$ cat config.mk
export PLATFORM = sky130hd
export DESIGN_NAME = channel_rate_ctrl
export DESIGN_NICKNAME = d
export VERILOG_FILES = /design/src/core/rate_sel_pkg.sv /design/src/core/rate_sel_if.sv /design/src/core/channel_rate_ctrl.sv /design/src/core/rate_decode.sv /design/src/core/par_clk_div.sv
export SDC_FILE = /design/constraint.sdc
export NUM_CORES = 1
export LEC_CHECK = 0
export CELL_PAD_IN_SITES_DETAIL_PLACEMENT = 0
export CELL_PAD_IN_SITES_GLOBAL_PLACEMENT = 1
export CORE_UTILIZATION = 35
export CTS_CLUSTER_SIZE = 30
export DETAILED_ROUTE_END_ITERATION = 8
export DONT_BUFFER_PORTS = 1
export HOLD_SLACK_MARGIN = 0.02
export PLACE_DENSITY_LB_ADDON = 0.12
export SYNTH_ARGS = -nofsm -noshare
export SYNTH_HDL_FRONTEND = slang
export SYNTH_SLANG_ARGS = --single-unit
$ cat constraint.sdc
create_clock -name clk -period 2.7 [get_ports clk]
set_clock_uncertainty 0.05 [all_clocks]
set_input_delay 0.135 -clock clk [delete_from_list [all_inputs] [get_ports clk]]
set_output_delay 0.135 -clock clk [all_outputs]
set_load 0.005 [all_outputs]
$ cat src/core/rate_sel_pkg.sv
// constants, types and helpers shared by the channel rate control block
// Behaviour
// - codes 000..011 pick full/half/quarter/eighth rate
// - code 100 takes rate from software
// - code 101 runs own rate sensing machine
// - code 110 own sensing, clock-out top priority
// - slave follows other channel's sensing machine
// - slave without other sensing uses own registers
// - selected rate drives transmit and receive alike
// - receive clock aligned with twenty-bit receive bus
// - receive clock is bit rate /20 or /40
// - reset drives receive clock and pass low
// - power down floats receive clock and pass
// - pass high error free, low on error
package rate_sel_pkg;
    // register byte offsets
    localparam logic [11:0] CTRL_OFS = 12'h000;
    localparam logic [11:0] STAT_OFS = 12'h004;
    localparam logic [11:0] ISTAT_OFS = 12'h008;
    localparam logic [11:0] IMASK_OFS = 12'h00c;
    // control register fields
    localparam int CTRL_PD_BIT = 0;
    localparam int CTRL_PTE_BIT = 1;
    localparam int CTRL_DDR_BIT = 2;
    localparam int CTRL_SWRATE_LSB = 4;
    localparam logic [1:0] SWRATE_RESET = 2'h0;
    // status register fields
    localparam int STAT_RATE_LSB = 0;
    localparam int STAT_ARS_BIT = 2;
    localparam int STAT_OVR_LSB = 3;
    localparam int STAT_PASS_BIT = 5;
    localparam int STAT_PD_BIT = 6;
    localparam int STAT_CODE_LSB = 8;
    // interrupt event bits
    localparam int EV_RATE_BIT = 0;
    localparam int EV_ERR_BIT = 1;
    localparam int EV_CONFLICT_BIT = 2;
    localparam int EV_COUNT = 3;
    localparam logic [2:0] IMASK_RESET = 3'h0;
    // rate select codes
    localparam logic [2:0] CODE_FULL = 3'h0;
    localparam logic [2:0] CODE_HALF = 3'h1;
    localparam logic [2:0] CODE_QUARTER = 3'h2;
    localparam logic [2:0] CODE_EIGHTH = 3'h3;
    localparam logic [2:0] CODE_SOFT = 3'h4;
    localparam logic [2:0] CODE_ARS = 3'h5;
    localparam logic [2:0] CODE_ARS_TOP = 3'h6;
    localparam logic [2:0] CODE_SLAVE = 3'h7;
    // timing
    localparam int CLK_PERIOD_NS = 4;
    localparam int PASS_HOLD_NS = 40;
    localparam int PASS_HOLD_CYCLES = (PASS_HOLD_NS + CLK_PERIOD_NS - 1) / CLK_PERIOD_NS;
    localparam logic [4:0] FULL_HALF_CYCLES = 5'h01;
    // who overrides the clock output source
    typedef enum logic [1:0] {OVR_NONE, OVR_OWN, OVR_OTHER} clk_ovr_t;
    // true for codes that run a rate sensing machine
    function automatic logic isAutoSense(input logic [2:0] code);
        return (code == CODE_ARS) || (code == CODE_ARS_TOP);
    endfunction
endpackage

$ cat src/core/rate_sel_if.sv
// rate selection inputs and decoded results between control and decoder
`timescale 1ns/1ns
interface rate_sel_if;
    logic [2:0] ownCode; // synchronised own strap code
    logic [2:0] otherCode; // synchronised other channel code
    logic [1:0] ownArsRate; // own sensing machine result
    logic [1:0] otherArsRate; // other sensing machine result
    logic [1:0] swRate; // software rate setting
    logic [1:0] rate; // decoded rate
    logic arsOn; // own sensing machine enabled
    rate_sel_pkg::clk_ovr_t clkOvr; // clock output override
    logic conflict; // illegal pairing of codes
    modport decoder(input ownCode, otherCode, ownArsRate, otherArsRate, swRate,
                    output rate, arsOn, clkOvr, conflict);
    modport control(output ownCode, otherCode, ownArsRate, otherArsRate, swRate,
                    input rate, arsOn, clkOvr, conflict);
endinterface

$ cat src/core/channel_rate_ctrl.sv
// channel rate selection, receive clock and pattern pass outputs
`timescale 1ns/1ns
module channel_rate_ctrl (
    // clock and reset
    input wire logic clk,
    input wire logic rst,
    // apb slave
    input wire logic psel,
    input wire logic penable,
    input wire logic pwrite,
    input wire logic [11:0] paddr,
    input wire logic [31:0] pwdata,
    input wire logic [3:0] pstrb,
    output logic [31:0] prdata,
    output logic pready,
    output logic pslverr,
    // strap and power-down pins
    input wire logic [2:0] rateSelPin,
    input wire logic [2:0] otherRateSelPin,
    input wire logic chanAPowerDownLow,
    // sensing machines and pattern checker
    input wire logic [1:0] ownArsRate,
    input wire logic [1:0] otherArsRate,
    input wire logic patternError,
    input wire logic [19:0] rxBusIn,
    // serializer settings
    output logic [1:0] txRate,
    output logic [1:0] rxRate,
    output logic autoRateSensing,
    output logic [1:0] clkOutOverride,
    // receive pins, enables low while driving
    output logic chanAReceiveParallelClock,
    output logic chanAReceiveParallelClockOeN,
    output logic [19:0] chanAReceiveParallelBus,
    output logic chanAReceiveParallelBusOeN,
    output logic chanAPatternCheckPass,
    output logic chanAPatternCheckPassOeN,
    // interrupt
    output logic irq
);
    localparam int EV_COUNT_W = rate_sel_pkg::EV_COUNT; // number of event bits

    rate_sel_if rsIf(); // decoder link

    logic [2:0] rateSync1_reg; // pin synchronisers, first stage
    logic [2:0] rateSync2_reg;
    logic [2:0] otherSync1_reg;
    logic [2:0] otherSync2_reg;
    logic pdSync1_reg;
    logic pdSync2_reg;
    logic pdCtrl_reg; // register power down
    logic patternTestEnable_reg; // pattern test enable
    logic ddr_reg; // double data rate
    logic [1:0] swRate_reg; // software rate
    logic [1:0] effRate_reg; // applied rate
    logic [EV_COUNT_W-1:0] istat_reg; // sticky events
    logic [EV_COUNT_W-1:0] imask_reg; // event mask
    logic [3:0] holdCnt_reg; // pass low hold count
    logic [1:0] effRate_next; // rate after conflict check
    logic pdActive; // any power down
    logic [4:0] halfCycles; // divider half period
    logic parClk; // divider output
    logic fallNow; // divider falling strobe
    logic [EV_COUNT_W-1:0] events; // this cycle's events
    logic setupPhase; // apb setup cycle
    logic wrAccept; // apb write completes
    logic mapped; // address is a register
    logic [31:0] rdWord; // read mux
    logic passOn; // pass after hold logic
    logic fallLate_reg; // divider fall, one edge old, lines up with the pin

    // decoder inputs
    assign rsIf.ownCode = rateSync2_reg;
    assign rsIf.otherCode = otherSync2_reg;
    assign rsIf.ownArsRate = ownArsRate;
    assign rsIf.otherArsRate = otherArsRate;
    assign rsIf.swRate = swRate_reg;

    rate_decode uDecode (
        .d(rsIf.decoder)
    );

    // pin synchronisers
    always_ff @(posedge clk) begin
        if (rst) begin
            rateSync1_reg <= 3'h0;
            rateSync2_reg <= 3'h0;
            otherSync1_reg <= 3'h0;
            otherSync2_reg <= 3'h0;
            pdSync1_reg <= 1'b1;
            pdSync2_reg <= 1'b1;
        end else begin
            rateSync1_reg <= rateSelPin;
            rateSync2_reg <= rateSync1_reg;
            otherSync1_reg <= otherRateSelPin;
            otherSync2_reg <= otherSync1_reg;
            pdSync1_reg <= chanAPowerDownLow;
            pdSync2_reg <= pdSync1_reg;
        end
    end

    // pin or register power down
    assign pdActive = !pdSync2_reg || pdCtrl_reg;

    // conflicting codes keep the last rate
    assign effRate_next = rsIf.conflict ? effRate_reg : rsIf.rate;

    // apply rate and clock source to both directions
    always_ff @(posedge clk) begin
        if (rst) begin
            effRate_reg <= 2'h0;
            txRate <= 2'h0;
            rxRate <= 2'h0;
            autoRateSensing <= 1'b0;
            clkOutOverride <= 2'h0;
        end else begin
            effRate_reg <= effRate_next;
            txRate <= effRate_next;
            rxRate <= effRate_next;
            if (!rsIf.conflict) begin
                autoRateSensing <= rsIf.arsOn;
                clkOutOverride <= rsIf.clkOvr;
            end
        end
    end

    // receive clock half period: rate and data mode
    assign halfCycles = (rate_sel_pkg::FULL_HALF_CYCLES << effRate_reg) << ddr_reg;

    par_clk_div uDiv (
        .clk(clk),
        .rst(rst || pdActive),
        .halfCycles(halfCycles),
        .parClk(parClk),
        .fallNow(fallNow)
    );

    // receive clock and bus pins
    always_ff @(posedge clk) begin
        if (rst) begin
            chanAReceiveParallelClock <= 1'b0;
            chanAReceiveParallelBus <= 20'h00000;
            fallLate_reg <= 1'b0;
            chanAReceiveParallelClockOeN <= 1'b0;
            chanAReceiveParallelBusOeN <= 1'b0;
        end else begin
            chanAReceiveParallelClockOeN <= pdActive;
            chanAReceiveParallelBusOeN <= pdActive;
            // pin is the divider output one edge late, glitch free
            chanAReceiveParallelClock <= pdActive ? 1'b0 : parClk;
            // fall strobe delayed by the same edge as the pin
            fallLate_reg <= fallNow;
            // bus moves on the falling clock edge, stable at the rising one
            if (pdActive) begin
                chanAReceiveParallelBus <= 20'h00000;
            end else if (fallLate_reg) begin
                chanAReceiveParallelBus <= rxBusIn;
            end
        end
    end

    // pass hold counter after each error
    always_ff @(posedge clk) begin
        if (rst || !patternTestEnable_reg) begin
            holdCnt_reg <= 4'h0;
        end else if (patternError) begin
            holdCnt_reg <= 4'(rate_sel_pkg::PASS_HOLD_CYCLES);
        end else if (holdCnt_reg != 4'h0) begin
            holdCnt_reg <= holdCnt_reg - 4'h1;
        end
    end

    // pass only when enabled, no error now and hold done
    assign passOn = patternTestEnable_reg && !patternError && (holdCnt_reg == 4'h0);

    // pass pin
    always_ff @(posedge clk) begin
        if (rst) begin
            chanAPatternCheckPass <= 1'b0;
            chanAPatternCheckPassOeN <= 1'b0;
        end else begin
            chanAPatternCheckPassOeN <= pdActive;
            chanAPatternCheckPass <= passOn && !pdActive;
        end
    end

    // event sources
    assign events[rate_sel_pkg::EV_RATE_BIT] = effRate_next != effRate_reg;
    assign events[rate_sel_pkg::EV_ERR_BIT] = patternTestEnable_reg && patternError;
    assign events[rate_sel_pkg::EV_CONFLICT_BIT] = rsIf.conflict;

    // apb phases
    assign setupPhase = psel && !penable;
    assign wrAccept = psel && penable && pready && pwrite && pstrb[0];
    assign mapped = (paddr == rate_sel_pkg::CTRL_OFS) || (paddr == rate_sel_pkg::STAT_OFS) ||
                    (paddr == rate_sel_pkg::ISTAT_OFS) || (paddr == rate_sel_pkg::IMASK_OFS);

    // control register writes
    always_ff @(posedge clk) begin
        if (rst) begin
            pdCtrl_reg <= 1'b0;
            patternTestEnable_reg <= 1'b0;
            ddr_reg <= 1'b0;
            swRate_reg <= rate_sel_pkg::SWRATE_RESET;
        end else if (wrAccept && paddr == rate_sel_pkg::CTRL_OFS) begin
            pdCtrl_reg <= pwdata[rate_sel_pkg::CTRL_PD_BIT];
            patternTestEnable_reg <= pwdata[rate_sel_pkg::CTRL_PTE_BIT];
            ddr_reg <= pwdata[rate_sel_pkg::CTRL_DDR_BIT];
            swRate_reg <= pwdata[rate_sel_pkg::CTRL_SWRATE_LSB +: 2];
        end
    end

    // sticky events, write one to clear, set wins
    always_ff @(posedge clk) begin
        if (rst) begin
            istat_reg <= '0;
        end else if (wrAccept && paddr == rate_sel_pkg::ISTAT_OFS) begin
            istat_reg <= (istat_reg & ~pwdata[EV_COUNT_W-1:0]) | events;
        end else begin
            istat_reg <= istat_reg | events;
        end
    end

    // mask register
    always_ff @(posedge clk) begin
        if (rst) begin
            imask_reg <= rate_sel_pkg::IMASK_RESET;
        end else if (wrAccept && paddr == rate_sel_pkg::IMASK_OFS) begin
            imask_reg <= pwdata[EV_COUNT_W-1:0];
        end
    end

    // interrupt level
    always_ff @(posedge clk) begin
        if (rst) begin
            irq <= 1'b0;
        end else begin
            irq <= |(istat_reg & imask_reg);
        end
    end

    // read mux
    always_comb begin
        rdWord = 32'h00000000;
        unique case (paddr)
            rate_sel_pkg::CTRL_OFS: begin
                rdWord[rate_sel_pkg::CTRL_PD_BIT] = pdCtrl_reg;
                rdWord[rate_sel_pkg::CTRL_PTE_BIT] = patternTestEnable_reg;
                rdWord[rate_sel_pkg::CTRL_DDR_BIT] = ddr_reg;
                rdWord[rate_sel_pkg::CTRL_SWRATE_LSB +: 2] = swRate_reg;
            end
            rate_sel_pkg::STAT_OFS: begin
                rdWord[rate_sel_pkg::STAT_RATE_LSB +: 2] = effRate_reg;
                rdWord[rate_sel_pkg::STAT_ARS_BIT] = autoRateSensing;
                rdWord[rate_sel_pkg::STAT_OVR_LSB +: 2] = clkOutOverride;
                rdWord[rate_sel_pkg::STAT_PASS_BIT] = chanAPatternCheckPass;
                rdWord[rate_sel_pkg::STAT_PD_BIT] = pdActive;
                rdWord[rate_sel_pkg::STAT_CODE_LSB +: 3] = rateSync2_reg;
            end
            rate_sel_pkg::ISTAT_OFS: begin
                rdWord[EV_COUNT_W-1:0] = istat_reg;
            end
            rate_sel_pkg::IMASK_OFS: begin
                rdWord[EV_COUNT_W-1:0] = imask_reg;
            end
            default: begin
                rdWord = 32'h00000000;
            end
        endcase
    end

    // apb answer: one wait-free access cycle after setup
    always_ff @(posedge clk) begin
        if (rst) begin
            pready <= 1'b0;
            pslverr <= 1'b0;
            prdata <= 32'h00000000;
        end else if (setupPhase) begin
            pready <= 1'b1;
            pslverr <= !mapped;
            prdata <= pwrite ? 32'h00000000 : rdWord;
        end else begin
            pready <= 1'b0;
            pslverr <= 1'b0;
        end
    end
endmodule

$ cat src/core/rate_decode.sv
// combinational decode of the rate select code into rate and clock source
`timescale 1ns/1ns
module rate_decode (
    // decode request and result
    rate_sel_if.decoder d
);
    // pick rate source and clock-out override per code
    always_comb begin
        d.rate = d.swRate;
        d.arsOn = 1'b0;
        d.clkOvr = rate_sel_pkg::OVR_NONE;
        d.conflict = 1'b0;
        unique case (d.ownCode)
            // fixed strap rates
            rate_sel_pkg::CODE_FULL, rate_sel_pkg::CODE_HALF,
            rate_sel_pkg::CODE_QUARTER, rate_sel_pkg::CODE_EIGHTH: begin
                d.rate = d.ownCode[1:0];
            end
            // software chosen rate
            rate_sel_pkg::CODE_SOFT: begin
                d.rate = d.swRate;
            end
            // own sensing, clock output left to its select
            rate_sel_pkg::CODE_ARS: begin
                d.arsOn = 1'b1;
                d.rate = d.ownArsRate;
            end
            // own sensing with top clock priority
            rate_sel_pkg::CODE_ARS_TOP: begin
                d.arsOn = 1'b1;
                d.rate = d.ownArsRate;
                d.clkOvr = rate_sel_pkg::OVR_OWN;
                d.conflict = (d.otherCode == rate_sel_pkg::CODE_ARS_TOP);
            end
            // slave mode
            rate_sel_pkg::CODE_SLAVE: begin
                if (rate_sel_pkg::isAutoSense(d.otherCode)) begin
                    d.rate = d.otherArsRate;
                    d.clkOvr = rate_sel_pkg::OVR_OTHER;
                end else begin
                    d.rate = d.swRate;
                    d.conflict = (d.otherCode == rate_sel_pkg::CODE_SLAVE);
                end
            end
        endcase
    end
endmodule

$ cat src/core/par_clk_div.sv
// divider making the receive parallel clock from the core clock
`timescale 1ns/1ns
module par_clk_div (
    // clock and reset
    input wire logic clk,
    input wire logic rst,
    // half period in core cycles
    input wire logic [4:0] halfCycles,
    // divided clock and its falling-edge strobe
    output logic parClk,
    output logic fallNow
);
    logic [4:0] cnt_reg; // cycles into this half period
    logic wrap; // last cycle of the half period

    // half period ends when the count reaches its length
    assign wrap = (cnt_reg + 5'h01) >= halfCycles;
    // strobe coincides with the edge that drops the clock
    assign fallNow = wrap && parClk;

    // count and toggle
    always_ff @(posedge clk) begin
        if (rst) begin
            cnt_reg <= 5'h00;
            parClk <= 1'b0;
        end else if (wrap) begin
            cnt_reg <= 5'h00;
            parClk <= ~parClk;
        end else begin
            cnt_reg <= cnt_reg + 5'h01;
        end
    end
endmodule

==> flow_metrics.tcl <==
set metrics [dict create \
    cts-root-buf "clkbuf_8" \
    globalRouteOverflowTotal 0 \
    final-max-slew-violation-count 0 \
    status "finished clean" \
    syn_area_um2 3330 \
    synth-seq-cells 77 \
    synth_cell_types 48 \
    final_common_cell "dfxtp_1" \
    grt_use_met2 0.242 \
    die_w_um 99.6 \
    antenna_left 0 \
    fill_cells 940 \
    initial_utilization 0.360 \
    grt.busiest_layer "met2" \
    layout_common_cells "77 x dfxtp_1, 60 x nor2_1, 37 x dlygate4sd3_1, 25 x mux2i_1, 22 x conb_1" \
    cp-startpoint "ddr_reg" \
    fin_cells 523 \
    synth_top_area_frac 0.463 \
    cp_data_arrival_time_ns 2.24 \
    antenna_found_initial 0 \
    path_max_fanout 7 \
    drt-wirelength-per-cell_um 13.8 \
    drive_gt1_frac 0.0939 \
    synth-edff-count 0 \
    numCtsBuffers 9 \
    critPathLaunchType "register" \
    power.density_nw_per_um2 579 \
    rsz0062_at_grt "false" \
    fp-row-count 35 \
    ir_worst_vdd_v 0.000276 \
    path_class "reg -> reg" \
    cts_setup_buffers 0 \
    end_kind "register" \
    die-height_um 99.6 \
    drc 0 \
    p_seq_frac 0.540 \
    insertedDiodeCount 0 \
    final-setup-viol-count 0 \
    crit_end "uDiv.parClk" \
    p_leak_nw 1.52 \
    grt_start_max_net_pins 48 \
    ys_seq_area_frac 0.463 \
    insertion_delay_ns 0.34 \
    worstHoldPathType "in -> reg" \
    cts-htree-levels 3 \
    synthToLayoutAreaGrowth_pct 16.7 \
    timing.rr.end "uDiv.parClk" \
    place_congestion 0.719 \
    grt_pass1_vias 2326 \
    p_comb_frac 0.104 \
    grtUsageMet1 0.187 \
    dr.pass1.iters 4 \
    cp.required_ns 2.89 \
    cts_tree "built" \
    finalSetupTns_ns 0 \
    yosys_warnings 0 \
    drt-total-wl_um 7200 \
    place_hpwl_um 4990 \
    port_buffers 0 \
    via_count 2430 \
    relSlewSlack 0.631 \
    dpl-instance-area_um2 3320 \
    hold_violations 0 \
    synth.area.top_cells "dfxtp_1 46%, mux2i_1 7.5%, nor2_1 6.8%" \
    via_per_inst 4.65 \
    core_um2 9240 \
    avgSynthCellArea_um2 9.33 \
    p_sw_uw 600 \
    fin_nets 480 \
    yosys.area.top_type "dfxtp_1" \
    r2r.worst_path.cells 8 \
    fp.dieArea_um2 9910 \
    regToRegSetupSlack_ns 0.64 \
    initialDrtViolationCount 87 \
    grt_use_total 0.151 \
    synthArstFlopShare 0 \
    switching_share 0.267 \
    netlist_instances 357 \
    placed_cells 469 \
    clk_pin_slew_worst_paths_ns 0.09 \
    clockPowerShare 0.356 \
    clockBufferDepth 2 \
    r2r-start "ddr_reg" \
    clock-sinks 77 \
    cap_violations 0 \
    post-route-cell-area_um2 3890 \
    grt_pass1_wl_um 11400 \
    io_pins 152 \
    fin_crit_ns 2.06 \
    max_freq_ghz 0.486 \
    gr-usage-met3 0.0541 \
    power.internal_mw 1.65 \
    tightest_slew_ns 0.549 \
    post-route-period-util 0.762 \
    synth_flop_cell "dfxtp_1" \
    largest_reg_flops 20 \
]
## critical path: stages (launching register included)
cell and delay [ns]:
dfxtp_1 0.45, xor2_1 0.20, nand2b_1 0.08, ha_1 0.27
a21o_1 0.15, a21o_1 0.17, a21oi_1 0.18, o21ai_0 0.13
mux2_2 0.28
## cells in the mapped netlist (2+ instances only)
master / instances
dfxtp_1: 77
nor2_1: 60
buf_4: 27
mux2i_1: 25
a21oi_1: 19
nor2b_1: 18
nand2_1: 17
clkbuf_1: 10
nand3_1: 10
o21ai_0: 8
a22oi_1: 7
inv_1: 7
ha_1: 6
nor3_1: 6
nand2b_1: 5
or2_2: 4
xor2_1: 4
a21o_1: 3
buf_6: 3
mux4_2: 3
a21boi_0: 2
a221oi_1: 2
and3_1: 2
and3_2: 2
and4_1: 2
buf_2: 2
mux2_2: 2
nand4_1: 2
o21ai_1: 2
xnor2_1: 2
## per-layer routing
layer / up-vias / routed length [um]
met1: 1136 / 3330
met2: 62 / 3360
met5: - / 0
met3: 5 / 426
li1: 1227 / -
met4: 0 / 78
## cells by family (layout without fill, tap and decap cells)
| group | Yosys count | count (layout) | synth area share |
|---|---|---|---|
| AND/OR/NAND/NOR | 137 | 137 | 0.199 |
| flip-flops | 77 | 77 | 0.463 |
| AO/OA/AOI/OAI | 49 | 49 | 0.0939 |
| buffers and inverters | 49 | 65 | 0.0932 |
| multiplexers | 31 | 31 | 0.107 |
| XOR/XNOR | 7 | 7 | 0.0207 |
| adder cells (fa/ha/maj) | 6 | 6 | 0.0225 |
| other | 1 | 22 | 0.00113 |
## worst min path at each step
| stage | from | end | cells after the start |
|---|---|---|---|
| after floorplan | chanAPowerDownLow | pdSync1_reg | 1 |
| final | rst | patternTestEnable_reg | 2 |
| after detailed placement | rst | prdata[1] | 1 |
| after CTS | rst | patternTestEnable_reg | 2 |
| after global routing | rst | imask_reg[0] | 2 |
| after global placement | rst | istat_reg[0] | 1 |
## cell type report
type	instances	area [um^2]	area share
Inverter	7	26.3	0.00676
Tap cell	129	161	0.0415
Clock buffer	9	124	0.0319
Clock inverter	7	55.1	0.0142
Sequential cell	77	1540	0.397
Multi-Input combinational cell	252	1560	0.401
Timing Repair Buffer	42	420	0.108
## per-stage QoR
| stage | hold slack (ns) | power [mW] | utilization | worst slack (ns) |
|---|---|---|---|---|
| detailed placement | 0.163 | 1.42 | 0.359 | 0.605 |
| finish | 0.0427 | 2.25 | 0.421 | 0.644 |
| floorplan | 0.189 | 1.43 | - | 0.677 |
| CTS | 0.0303 | 2.29 | 0.421 | 0.591 |
| global placement | 0.162 | 1.42 | 0.359 | 0.611 |
| global route | 0.0442 | 2.37 | 0.421 | 0.401 |
## power groups by stage
stage          Combinational [mW]  Clock (mW)  Sequential (mW)
6_report                    0.234       0.801             1.21
5_1_grt                     0.264       0.889             1.22
4_1_cts                     0.237       0.841             1.22
3_5_place_dp                0.181           0             1.24
3_3_place_gp                0.178           0             1.24
2_1_floorplan               0.195           0             1.23
## timing repair
item | 4_1_cts | 5_1_grt
endpoints found under the setup margin | 0 | 0
hold buffers | 38 | 0
resized for setup | 0 | 0
hold endpoints to repair | 71 | 0
Power figures use the tool's default switching activity.
